[config.mk]
export PLATFORM = sky130hd
export DESIGN_NAME = ppoi_top
export DESIGN_NICKNAME = d
export VERILOG_FILES = /design/src/shared/ppoi_pkg.sv /design/src/shared/ppoi_reg_if.sv /design/src/hw/ppoi_top.sv /design/src/hw/ppoi_wb_slave.sv /design/src/hw/ppoi_in_sync.sv
export SDC_FILE = /design/constraint.sdc
export NUM_CORES = 1
export LEC_CHECK = 0
export BUFFER_PORTS_ARGS = -buffer_cell sky130_fd_sc_hd__buf_2
export CAP_MARGIN = 20
export CORE_MARGIN = 5
export CORE_UTILIZATION = 45
export CTS_BUF_LIST = sky130_fd_sc_hd__clkbuf_16
export DETAILED_ROUTE_END_ITERATION = 16
export PLACE_DENSITY_LB_ADDON = 0.2
export SYNTH_ARGS = -nofsm -noshare
export SYNTH_HDL_FRONTEND = slang
export SYNTH_SLANG_ARGS = --single-unit
[constraint.sdc]
create_clock -name REF_CLK -period 2.15 [get_ports REF_CLK]
set_clock_uncertainty 0.2 [all_clocks]
set_input_delay 0.215 -clock REF_CLK [delete_from_list [all_inputs] [get_ports REF_CLK]]
set_output_delay 0.215 -clock REF_CLK [all_outputs]
set_load 0.01 [all_outputs]
[src/shared/ppoi_pkg.sv]
// register map, field positions and mode codes of the parallel output and interrupt bank
package ppoi_pkg;
   // ******************************************************
   // bus geometry
   // ******************************************************
   localparam int ADR_W = 8;
   localparam int IDX_W = 6;
   localparam int DAT_W = 32;

   // ******************************************************
   // register indices, byte address is four times the index
   // ******************************************************
   localparam logic [5:0] IDX_CFG = 6'h20;
   localparam logic [5:0] IDX_IRQ_EN = 6'h22;
   localparam logic [5:0] IDX_IRQ_ST = 6'h23;
   localparam logic [5:0] IDX_NSR = 6'h28;
   localparam logic [5:0] IDX_EAR = 6'h2A;
   localparam logic [5:0] IDX_OUT = 6'h2B;
   localparam logic [5:0] IDX_FALL = 6'h2C;
   localparam logic [5:0] IDX_RISE = 6'h2D;

   // ******************************************************
   // reset values and writable masks
   // ******************************************************
   localparam logic [7:0] ZERO8 = 8'h00;
   localparam logic [7:0] OUT_RST = 8'h48;
   localparam logic [7:0] OUT_MASK = 8'hF8;
   localparam logic [7:0] IRQ_MASK = 8'h7F;
   localparam logic [7:0] CFG_MASK = 8'h80;
   localparam logic [7:0] SEL_MASK = 8'h0F;

   // ******************************************************
   // field positions
   // ******************************************************
   localparam int B_BUSY = 7;
   localparam int B_STROBE = 6;
   localparam int B_ACKRQ = 5;
   localparam int B_FLAG = 4;
   localparam int B_DAV = 3;
   localparam int B_MANUAL = 7;
   localparam int S_NEG = 5;
   localparam int S_SIG = 4;
   localparam int S_EPP_ADDRESS_WRITTEN = 3;
   localparam int S_DIR = 2;
   localparam int S_ID = 1;
   localparam int S_INIT = 0;
   localparam int I_INIT = 2;

   // ******************************************************
   // negotiated status codes
   // ******************************************************
   localparam logic [3:0] MODE_COMPAT = 4'h0;
   localparam logic [3:0] MODE_EPP = 4'h6;
   localparam logic [1:0] MODE_ECP_TOP = 2'h3;

   function automatic logic ppoi_is_ecp(input logic [3:0] s);
      return s[3:2] == MODE_ECP_TOP;
   endfunction

   function automatic logic ppoi_is_compat(input logic [3:0] s);
      return s == MODE_COMPAT;
   endfunction
endpackage

[src/shared/ppoi_reg_if.sv]
// register access strobes between the bus slave and the register bank
`timescale 1ns/1ps
interface ppoi_reg_if;
   logic wr;
   logic [5:0] idx;
   logic [7:0] wdata;
   logic [7:0] rdata;
   modport slave_end (output wr, output idx, output wdata, input rdata);
   modport bank_end (input wr, input idx, input wdata, output rdata);
endinterface

[src/hw/ppoi_top.sv]
// peripheral parallel port output line control and interrupt register bank
// Contract
// - manual control drives all five handshake outputs from output value bits
// - compatibility and epp: state machine drives busy, strobe; register drives others
// - ecp mode without manual control: output value register has no effect, ecp logic drives lines
// - busy and strobe bits reach pins only under manual control
// - ack request bit is paper error in compatibility, user 1 in epp
// - flag bit is select in compatibility, user 2 in epp
// - data available low bit is fault low in compatibility, user 3 in epp
// - each enable bit gates the status bit at the same position
// - any write to the status register clears pending bits and the request
// - negotiation change sets its flag and new status becomes readable
// - signal change only in manual control; leaving manual keeps it pending
// - epp address write stores the address and sets its flag
// - host direction reversal sets the direction change flag
// - host identity request sets the identity request flag
// - compatibility mode without manual control: leading edge of init low pulse raises its flag
// - a rising edge select bit makes low-to-high on that input qualify
// - a configuration bit enters manual control of all lines
`timescale 1ns/1ps
module ppoi_top import ppoi_pkg::*; (
   input wire logic REF_CLK,
   input wire logic RST,
   input wire logic CYC_I,
   input wire logic STB_I,
   input wire logic WE_I,
   input wire logic [ADR_W-1:0] ADR_I,
   input wire logic [3:0] SEL_I,
   input wire logic [DAT_W-1:0] DAT_I,
   output logic [DAT_W-1:0] DAT_O,
   output logic ACK_O,
   input wire logic [3:0] HOST_LINES,
   input wire logic [3:0] NEG_STATUS,
   input wire logic SM_BUSY,
   input wire logic SM_STROBE,
   input wire logic [4:0] ECP_LINES,
   input wire logic EPP_ADDR_STB,
   input wire logic [7:0] EPP_ADDR,
   input wire logic DIR_CHANGE_STB,
   input wire logic ID_REQ_STB,
   output logic PERIPHERAL_BUSY_LINE,
   output logic PERIPHERAL_STROBE_LINE,
   output logic ACK_REQUEST_LINE,
   output logic EXTENSION_FLAG_LINE,
   output logic DATA_AVAILABLE_LOW_LINE_N,
   output logic PAR_IRQ
);
   // ******************************************************
   // declarations
   // ******************************************************
   ppoi_reg_if rif ();
   logic [7:0] cfg_reg;
   logic [7:0] en_reg;
   logic [7:0] stat_reg;
   logic [7:0] stat_next;
   logic [7:0] ovr_reg;
   logic [7:0] rise_sel_reg;
   logic [7:0] fall_sel_reg;
   logic [7:0] nsr_reg;
   logic [7:0] ear_reg;
   logic [3:0] neg_prev_reg;
   logic [7:0] events;
   logic [3:0] in_rise;
   logic [3:0] in_fall;
   logic manual;
   logic ecp;
   logic compat;
   logic neg_changed;
   logic sig_hit;
   logic st_wr;

   // ******************************************************
   // bus slave and pin synchronisers
   // ******************************************************
   ppoi_wb_slave i_ppoi_wb_slave (
      .clk(REF_CLK),
      .rst(RST),
      .cyc_i(CYC_I),
      .stb_i(STB_I),
      .we_i(WE_I),
      .adr_i(ADR_I),
      .sel_i(SEL_I),
      .dat_i(DAT_I),
      .dat_o(DAT_O),
      .ack_o(ACK_O),
      .rif(rif.slave_end)
   );

   // host lines cross in from the cable, so they are synchronised first
   ppoi_in_sync #(.W(4)) i_ppoi_in_sync (
      .clk(REF_CLK),
      .rst(RST),
      .pin(HOST_LINES),
      .level(),
      .rise(in_rise),
      .fall(in_fall)
   );

   // ******************************************************
   // mode decode
   // ******************************************************
   // negotiated status comes from the port state machine on this clock
   assign manual = cfg_reg[B_MANUAL];
   assign ecp = ppoi_is_ecp(NEG_STATUS);
   assign compat = ppoi_is_compat(NEG_STATUS);
   assign neg_changed = NEG_STATUS != neg_prev_reg;
   assign st_wr = rif.wr && rif.idx == IDX_IRQ_ST;

   // ******************************************************
   // configuration and enable registers
   // ******************************************************
   // only the manual select bit is kept; the rest read zero
   always_ff @(posedge REF_CLK or posedge RST) begin
      if (RST) begin
         cfg_reg <= ZERO8;
      end else if (rif.wr && rif.idx == IDX_CFG) begin
         cfg_reg <= rif.wdata & CFG_MASK;
      end
   end

   // bit seven forced zero; bit six stays writable although no event ever sets it
   always_ff @(posedge REF_CLK or posedge RST) begin
      if (RST) begin
         en_reg <= ZERO8;
      end else if (rif.wr && rif.idx == IDX_IRQ_EN) begin
         en_reg <= rif.wdata & IRQ_MASK;
      end
   end

   // write-only output values; reserved low bits kept at zero
   always_ff @(posedge REF_CLK or posedge RST) begin
      if (RST) begin
         ovr_reg <= OUT_RST;
      end else if (rif.wr && rif.idx == IDX_OUT) begin
         ovr_reg <= rif.wdata & OUT_MASK;
      end
   end

   // edge selects for the monitored host inputs
   always_ff @(posedge REF_CLK or posedge RST) begin
      if (RST) begin
         rise_sel_reg <= ZERO8;
         fall_sel_reg <= ZERO8;
      end else if (rif.wr) begin
         if (rif.idx == IDX_RISE) begin
            rise_sel_reg <= rif.wdata & SEL_MASK;
         end
         if (rif.idx == IDX_FALL) begin
            fall_sel_reg <= rif.wdata & SEL_MASK;
         end
      end
   end

   // ******************************************************
   // captured status from the protocol side
   // ******************************************************
   // previous status, used to see a negotiation change
   always_ff @(posedge REF_CLK or posedge RST) begin
      if (RST) begin
         neg_prev_reg <= 4'h0;
      end else begin
         neg_prev_reg <= NEG_STATUS;
      end
   end

   // new status latched on change; a write clears it, a change wins
   always_ff @(posedge REF_CLK or posedge RST) begin
      if (RST) begin
         nsr_reg <= ZERO8;
      end else if (neg_changed) begin
         nsr_reg <= {4'h0, NEG_STATUS};
      end else if (rif.wr && rif.idx == IDX_NSR) begin
         nsr_reg <= ZERO8;
      end
   end

   // address from the remote master, kept until the next one
   always_ff @(posedge REF_CLK or posedge RST) begin
      if (RST) begin
         ear_reg <= ZERO8;
      end else if (EPP_ADDR_STB) begin
         ear_reg <= EPP_ADDR;
      end
   end

   // ******************************************************
   // interrupt events and status
   // ******************************************************
   // qualifying edges count only while software holds the lines
   assign sig_hit = |((in_rise & rise_sel_reg[3:0]) | (in_fall & fall_sel_reg[3:0]));

   // event vector in the shared enable and status layout
   always_comb begin
      events = ZERO8;
      events[S_NEG] = neg_changed;
      events[S_SIG] = manual && sig_hit;
      events[S_EPP_ADDRESS_WRITTEN] = EPP_ADDR_STB;
      events[S_DIR] = DIR_CHANGE_STB;
      events[S_ID] = ID_REQ_STB;
      events[S_INIT] = compat && !manual && in_fall[I_INIT];
   end

   // any write clears everything, but an event in that cycle survives
   always_comb begin
      stat_next = st_wr ? ZERO8 : stat_reg;
      stat_next = stat_next | events;
   end

   // no timer exists, so bits six and seven stay zero
   always_ff @(posedge REF_CLK or posedge RST) begin
      if (RST) begin
         stat_reg <= ZERO8;
      end else begin
         stat_reg <= stat_next & IRQ_MASK;
      end
   end

   // request follows pending and enabled bits, one cycle behind
   always_ff @(posedge REF_CLK or posedge RST) begin
      if (RST) begin
         PAR_IRQ <= 1'b0;
      end else begin
         PAR_IRQ <= |(stat_reg & en_reg);
      end
   end

   // ******************************************************
   // read mux
   // ******************************************************
   // the output value register is write-only and reads zero
   always_comb begin
      unique case (rif.idx)
         IDX_CFG: rif.rdata = cfg_reg;
         IDX_IRQ_EN: rif.rdata = en_reg;
         IDX_IRQ_ST: rif.rdata = stat_reg;
         IDX_NSR: rif.rdata = nsr_reg;
         IDX_EAR: rif.rdata = ear_reg;
         IDX_RISE: rif.rdata = rise_sel_reg;
         IDX_FALL: rif.rdata = fall_sel_reg;
         default: rif.rdata = ZERO8;
      endcase
   end

   // ******************************************************
   // output line steering
   // ******************************************************
   // busy and strobe: register only in manual, else protocol logic
   always_ff @(posedge REF_CLK or posedge RST) begin
      if (RST) begin
         PERIPHERAL_BUSY_LINE <= OUT_RST[B_BUSY];
         PERIPHERAL_STROBE_LINE <= OUT_RST[B_STROBE];
      end else if (manual) begin
         PERIPHERAL_BUSY_LINE <= ovr_reg[B_BUSY];
         PERIPHERAL_STROBE_LINE <= ovr_reg[B_STROBE];
      end else if (ecp) begin
         PERIPHERAL_BUSY_LINE <= ECP_LINES[4];
         PERIPHERAL_STROBE_LINE <= ECP_LINES[3];
      end else begin
         PERIPHERAL_BUSY_LINE <= SM_BUSY;
         PERIPHERAL_STROBE_LINE <= SM_STROBE;
      end
   end

   // status lines: register everywhere except ecp outside manual
   always_ff @(posedge REF_CLK or posedge RST) begin
      if (RST) begin
         ACK_REQUEST_LINE <= OUT_RST[B_ACKRQ];
         EXTENSION_FLAG_LINE <= OUT_RST[B_FLAG];
         DATA_AVAILABLE_LOW_LINE_N <= OUT_RST[B_DAV];
      end else if (ecp && !manual) begin
         ACK_REQUEST_LINE <= ECP_LINES[2];
         EXTENSION_FLAG_LINE <= ECP_LINES[1];
         DATA_AVAILABLE_LOW_LINE_N <= ECP_LINES[0];
      end else begin
         ACK_REQUEST_LINE <= ovr_reg[B_ACKRQ];
         EXTENSION_FLAG_LINE <= ovr_reg[B_FLAG];
         DATA_AVAILABLE_LOW_LINE_N <= ovr_reg[B_DAV];
      end
   end

   // ******************************************************
   // assertions
   // ******************************************************
   a_manual_lines: assert property (
      @(posedge REF_CLK) disable iff (RST)
      manual |=> PERIPHERAL_BUSY_LINE == $past(ovr_reg[B_BUSY])
         && PERIPHERAL_STROBE_LINE == $past(ovr_reg[B_STROBE])
         && DATA_AVAILABLE_LOW_LINE_N == $past(ovr_reg[B_DAV]))
      else $error("manual lines differ from output values");
   a_sm_handshake: assert property (
      @(posedge REF_CLK) disable iff (RST)
      (!manual && !ecp) |=> PERIPHERAL_BUSY_LINE == $past(SM_BUSY)
         && PERIPHERAL_STROBE_LINE == $past(SM_STROBE))
      else $error("busy or strobe not from state machine");
   a_ecp_ignores: assert property (
      @(posedge REF_CLK) disable iff (RST)
      (!manual && ecp) |=> {PERIPHERAL_BUSY_LINE, PERIPHERAL_STROBE_LINE,
         ACK_REQUEST_LINE, EXTENSION_FLAG_LINE,
         DATA_AVAILABLE_LOW_LINE_N} == $past(ECP_LINES))
      else $error("ecp lines not passed through");
   a_busy_gate: assert property (
      @(posedge REF_CLK) disable iff (RST)
      (!manual && !ecp && SM_BUSY != ovr_reg[B_BUSY])
         |=> PERIPHERAL_BUSY_LINE != $past(ovr_reg[B_BUSY]))
      else $error("busy bit reached pin outside manual");
   a_status_lines: assert property (
      @(posedge REF_CLK) disable iff (RST)
      !(ecp && !manual) |=> ACK_REQUEST_LINE == $past(ovr_reg[B_ACKRQ])
         && EXTENSION_FLAG_LINE == $past(ovr_reg[B_FLAG])
         && DATA_AVAILABLE_LOW_LINE_N == $past(ovr_reg[B_DAV]))
      else $error("status line not from output value");
   a_irq_follow: assert property (
      @(posedge REF_CLK) disable iff (RST)
      ##1 PAR_IRQ == |($past(stat_reg) & $past(en_reg)))
      else $error("interrupt not pending and enabled");
   a_status_clear: assert property (
      @(posedge REF_CLK) disable iff (RST)
      (st_wr && events == ZERO8) |=> stat_reg == ZERO8
         ##1 (!PAR_IRQ || stat_reg != ZERO8))
      else $error("status write did not clear");
   a_neg_change: assert property (
      @(posedge REF_CLK) disable iff (RST)
      neg_changed |=> stat_reg[S_NEG] && nsr_reg[3:0] == $past(NEG_STATUS))
      else $error("negotiation change lost");
   a_sig_manual: assert property (
      @(posedge REF_CLK) disable iff (RST)
      $rose(stat_reg[S_SIG]) |-> $past(manual))
      else $error("signal change outside manual");
   a_sig_keep: assert property (
      @(posedge REF_CLK) disable iff (RST)
      ($fell(manual) && $past(stat_reg[S_SIG]) && !$past(st_wr))
         |-> stat_reg[S_SIG])
      else $error("leaving manual cleared signal change");
   a_rise_select: assert property (
      @(posedge REF_CLK) disable iff (RST)
      (manual && |(in_rise & rise_sel_reg[3:0])) |=> stat_reg[S_SIG])
      else $error("selected rising edge ignored");
   a_epp_addr: assert property (
      @(posedge REF_CLK) disable iff (RST)
      EPP_ADDR_STB |=> ear_reg == $past(EPP_ADDR) && stat_reg[S_EPP_ADDRESS_WRITTEN])
      else $error("epp address not stored");
   a_dir_id: assert property (
      @(posedge REF_CLK) disable iff (RST)
      (DIR_CHANGE_STB || ID_REQ_STB) |=> (stat_reg[S_DIR] || !$past(DIR_CHANGE_STB))
         && (stat_reg[S_ID] || !$past(ID_REQ_STB)))
      else $error("direction or identity flag missed");
   a_init_edge: assert property (
      @(posedge REF_CLK) disable iff (RST)
      $rose(stat_reg[S_INIT]) |-> $past(compat && !manual && in_fall[I_INIT]))
      else $error("init flag without compatibility edge");
   a_reset_vals: assert property (
      @(posedge REF_CLK)
      RST |-> en_reg == ZERO8 && stat_reg == ZERO8 && ovr_reg == OUT_RST)
      else $error("reset values wrong");
   c_irq_raised: cover property (@(posedge REF_CLK) disable iff (RST) $rose(PAR_IRQ));
   c_manual_sig: cover property (@(posedge REF_CLK) disable iff (RST)
      manual ##1 $rose(stat_reg[S_SIG]));
   c_ecp_mode: cover property (@(posedge REF_CLK) disable iff (RST) ecp && !manual);
   c_clear_race: cover property (@(posedge REF_CLK) disable iff (RST)
      st_wr && events != ZERO8);
endmodule

[src/hw/ppoi_wb_slave.sv]
// classic wishbone slave answering every access after one cycle
`timescale 1ns/1ps
module ppoi_wb_slave import ppoi_pkg::*; (
   input wire logic clk,
   input wire logic rst,
   input wire logic cyc_i,
   input wire logic stb_i,
   input wire logic we_i,
   input wire logic [ADR_W-1:0] adr_i,
   input wire logic [3:0] sel_i,
   input wire logic [DAT_W-1:0] dat_i,
   output logic [DAT_W-1:0] dat_o,
   output logic ack_o,
   ppoi_reg_if.slave_end rif
);
   logic req;

   // a new request is one not yet answered
   assign req = cyc_i && stb_i && !ack_o;
   // only lane 0 carries data; other lanes are ignored
   assign rif.wr = req && we_i && sel_i[0];
   assign rif.idx = adr_i[ADR_W-1:2];
   assign rif.wdata = dat_i[7:0];

   // ack for one cycle, dropped right after so the master can release
   always_ff @(posedge clk or posedge rst) begin
      if (rst) begin
         ack_o <= 1'b0;
      end else begin
         ack_o <= req;
      end
   end

   // read data captured with the ack, upper bits zero
   always_ff @(posedge clk or posedge rst) begin
      if (rst) begin
         dat_o <= '0;
      end else if (req) begin
         dat_o <= {24'h000000, rif.rdata};
      end
   end
endmodule

[src/hw/ppoi_in_sync.sv]
// two-stage synchroniser with edge pulses for host-side pins
`timescale 1ns/1ps
module ppoi_in_sync #(
   parameter int W = 4
) (
   input wire logic clk,
   input wire logic rst,
   input wire logic [W-1:0] pin,
   output logic [W-1:0] level,
   output logic [W-1:0] rise,
   output logic [W-1:0] fall
);
   logic [W-1:0] meta_reg;
   logic [W-1:0] sync_reg;
   logic [W-1:0] prev_reg;
   logic [2:0] fill_reg;

   // first stage is read by the second only
   always_ff @(posedge clk or posedge rst) begin
      if (rst) begin
         meta_reg <= '0;
         sync_reg <= '0;
         prev_reg <= '0;
      end else begin
         meta_reg <= pin;
         sync_reg <= meta_reg;
         prev_reg <= sync_reg;
      end
   end

   // edges held off until every stage holds a real sample, so a pin idling high
   // gives no false rising edge after reset
   always_ff @(posedge clk or posedge rst) begin
      if (rst) begin
         fill_reg <= 3'h0;
      end else begin
         fill_reg <= {fill_reg[1:0], 1'b1};
      end
   end

   // edges compare the stable stages
   assign level = sync_reg;
   assign rise = sync_reg & ~prev_reg & {W{fill_reg[2]}};
   assign fall = ~sync_reg & prev_reg & {W{fill_reg[2]}};
endmodule

==> impl_metrics.py <==
metrics = {
    "sta": {
        "max_freq_mhz": 505.7,
        "slew_viol_final": 0,
        "period_share_pct": 91.97,
        "rsz0062_at_grt": "no",
        "report.final.hold_viol_count": 0,
        "fin_crit_ns": 1.977,
        "fin_tns_setup_ns": 0,
        "setup_viol": 0,
    },
    "route": {
        "wire_per_inst_um": 15.71,
        "first_pass_iters": 4,
        "routed_via_density": 4.828,
        "drcViolationCount": 0,
        "drt-total-wl_um": 7305,
        "ant_nets": 0,
        "vias": 2245,
        "drt_iter0_drc": 81,
    },
    "clocking": {
        "clockBufferDepth": 2,
        "cts_tree": "done",
        "htreeDepth": 3,
        "clk_pin_slew_worst_paths_ns": 0.06,
        "clock-sinks": 73,
        "cts_buffers": 9,
        "clock_latency_ns": 0.33,
        "post-cts-setup-buffers": 0,
        "cts_root_buffer": "clkbuf_16",
    },
    "synth": {
        "synth_top_area_share_pct": 52.71,
        "syn_area_um2": 3276,
        "ys_seq_elements": 73,
        "seq_area_frac_synth_pct": 55.92,
        "avgSynthCellArea_um2": 12.50,
        "synthFlopType": "dfrtp_1",
        "synth_cell_types": 47,
        "synth.area.top_cells": "dfrtp_1, mux2_1, buf_4",
        "syn_inst": 262,
        "synth-edff-count": 0,
        "synth_area_leader_cell": "dfrtp_1",
        "synthArstFlopShare_pct": 100.0,
        "yosysWarnings": 0,
    },
    "placement": {
        "dpl.hpwl_um": 5076,
        "io_buffers": 60,
        "gp_congestion": 0.8505,
    },
    "run": {
        "maxCapViolations": 0,
    },
    "critical_path": {
        "critPathLaunchType": "input port",
        "worstPathArrival_ns": 1.98,
        "reg2reg_from": "i_ppoi_wb_slave.ack_o",
        "crit_type": "input port to flop",
        "cp_max_fo": 5,
        "r2r-end": "ovr_reg[5]",
        "cp-startpoint": "NEG_STATUS[2]",
        "crit_path_end_kind": "flop",
        "r2r_setup_slack_ns": 0.20,
        "crit_path_end": "PERIPHERAL_BUSY_LINE",
        "reg2reg_depth": 4,
        "cp.required_ns": 2.15,
    },
    "pwr": {
        "p_leak_uw": 0.002029,
        "power.density_nw_per_um2": 783.8,
        "irDropWorstVdd_v": 0.0004449,
    },
    "global_routing": {
        "top_usage_layer": "met2",
        "grtUsageTotal_pct": 17.16,
        "grt_use_met1_pct": 20.64,
        "grt_max_degree": 74,
        "grt_overflow_total": 0,
        "grt_pass1_wl_um": 11640,
        "grt_util_met2_pct": 29.50,
        "grtUsageMet3_pct": 4.972,
        "antenna_found_initial": 0,
        "grt_pass1_vias": 2369,
    },
    "layout": {
        "syn2layout_area_growth_pct": 29.98,
        "drive_above_1_share_pct": 28.69,
        "layout_commonest_cell": "dfrtp_1",
        "final_cell_mix": "dfrtp_1, buf_2, dlygate4sd3_1, conb_1, mux2_1",
        "utilization_pct": 59.34,
        "final_nets": 436,
        "diodes": 0,
    },
    "run_status": {
        "status": "complete, no violations",
    },
    "floorplanning": {
        "core_um2": 7176,
        "core.rowCount": 31,
        "die_height_um": 95.32,
        "dieArea_um2": 9086,
        "start_util_pct": 45.65,
        "io-pin-count": 114,
        "die_w_um": 95.32,
    },
    "hold_path": {
        "min_path_type": "input port to flop",
        "whs_path_depth": 2,
    },
}
area by class of cell:
type / count / area (um^2)
clock inverters: 7 / 87.58
fillers: 596 / 2918
repair buffers: 98 / 683.2
well taps: 99 / 123.9
clock buffers: 9 / 225.2
flip-flops and latches: 73 / 1832
inverters: 4 / 18.77
multi-input cells: 175 / 1287
stage by stage:
step	worst slack, ns	hold slack, ns	cell area [um^2]	total power [uW]	cells
2_1_floorplan	0.4020	0.04643	3366	1679	285
3_3_place_gp	0.2227	0.1226	3605	1753	415
3_5_place_dp	0.2111	0.1247	3605	1759	415
4_1_cts	0.1863	0.05290	4258	3366	465
5_1_grt	0.08008	0.06916	4258	3461	465
6_report	0.1727	0.05742	4258	3337	465
how the worst min path moves through the flow:
stage,from,end
2_1_floorplan,HOST_LINES[0],i_ppoi_in_sync.meta_reg[0]
3_3_place_gp,HOST_LINES[1],i_ppoi_in_sync.meta_reg[1]
3_5_place_dp,HOST_LINES[3],i_ppoi_in_sync.meta_reg[3]
4_1_cts,EPP_ADDR_STB,stat_reg[3]
5_1_grt,EPP_ADDR_STB,stat_reg[3]
6_report,EPP_ADDR_STB,stat_reg[3]
metal layers:
| metal | routed length [um] | part of all wire, % |
|---|---|---|
| met3 | 360 | 4.9 |
| met4 | 71 | 0.97 |
| met5 | 0 | 0 |
| met2 | 3816 | 52 |
| met1 | 3056 | 42 |
synthesized netlist by cell type (3+ instances only):
| cell | number |
|---|---|
| dfrtp_1 | 69 |
| buf_4 | 24 |
| mux2_1 | 20 |
| nand2_1 | 18 |
| mux2_2 | 12 |
| mux2i_1 | 10 |
| nor2_1 | 8 |
| nand3b_1 | 7 |
| o21ai_1 | 7 |
| a22o_1 | 6 |
| a21oi_1 | 5 |
| buf_2 | 5 |
| mux2_4 | 5 |
| nor3_1 | 5 |
| a21o_1 | 4 |
| a22oi_1 | 4 |
| dfstp_2 | 4 |
| xnor2_1 | 4 |
| a221oi_1 | 3 |
| clkbuf_1 | 3 |
| inv_1 | 3 |
| nand3_1 | 3 |
| o21ai_0 | 3 |
kinds of logic after synthesis:
kind of cell	count (synthesis)	share of synthesized area [%]
AOI/OAI and AO/OA	39	8.289
xor gates and xnor gates	4	1.069
buffers and inverters	37	7.410
DFF	73	55.92
muxes	47	16.35
other	2	0.2293
and+or+nand+nor	60	10.73
repair_timing:
| action | 4_1_cts | 5_1_grt |
|---|---|---|
| hold endpoints to repair | 113 | 0 |
| gates resized for setup | 0 | 0 |
| setup endpoints to repair | 0 | 0 |
| hold buffers | 34 | 0 |
power breakdown:
group	internal [uW]	total [uW]	switching, uW	leakage (uW)
Combinational	154	307	154	0.000967
Clock	1000	1550	549	0.000156
Sequential	1440	1480	37.7	0.000906
Total	2600	3340	740	0.00203
critical path, cell delays in order:
cell	delay, ns
dlygate4sd3_1	0.55
buf_2	0.17
nand2_1	0.17
mux2i_1	0.22
dlygate4sd3_1	0.58
o21ai_0	0.07
Power figures use the tool's default switching activity.
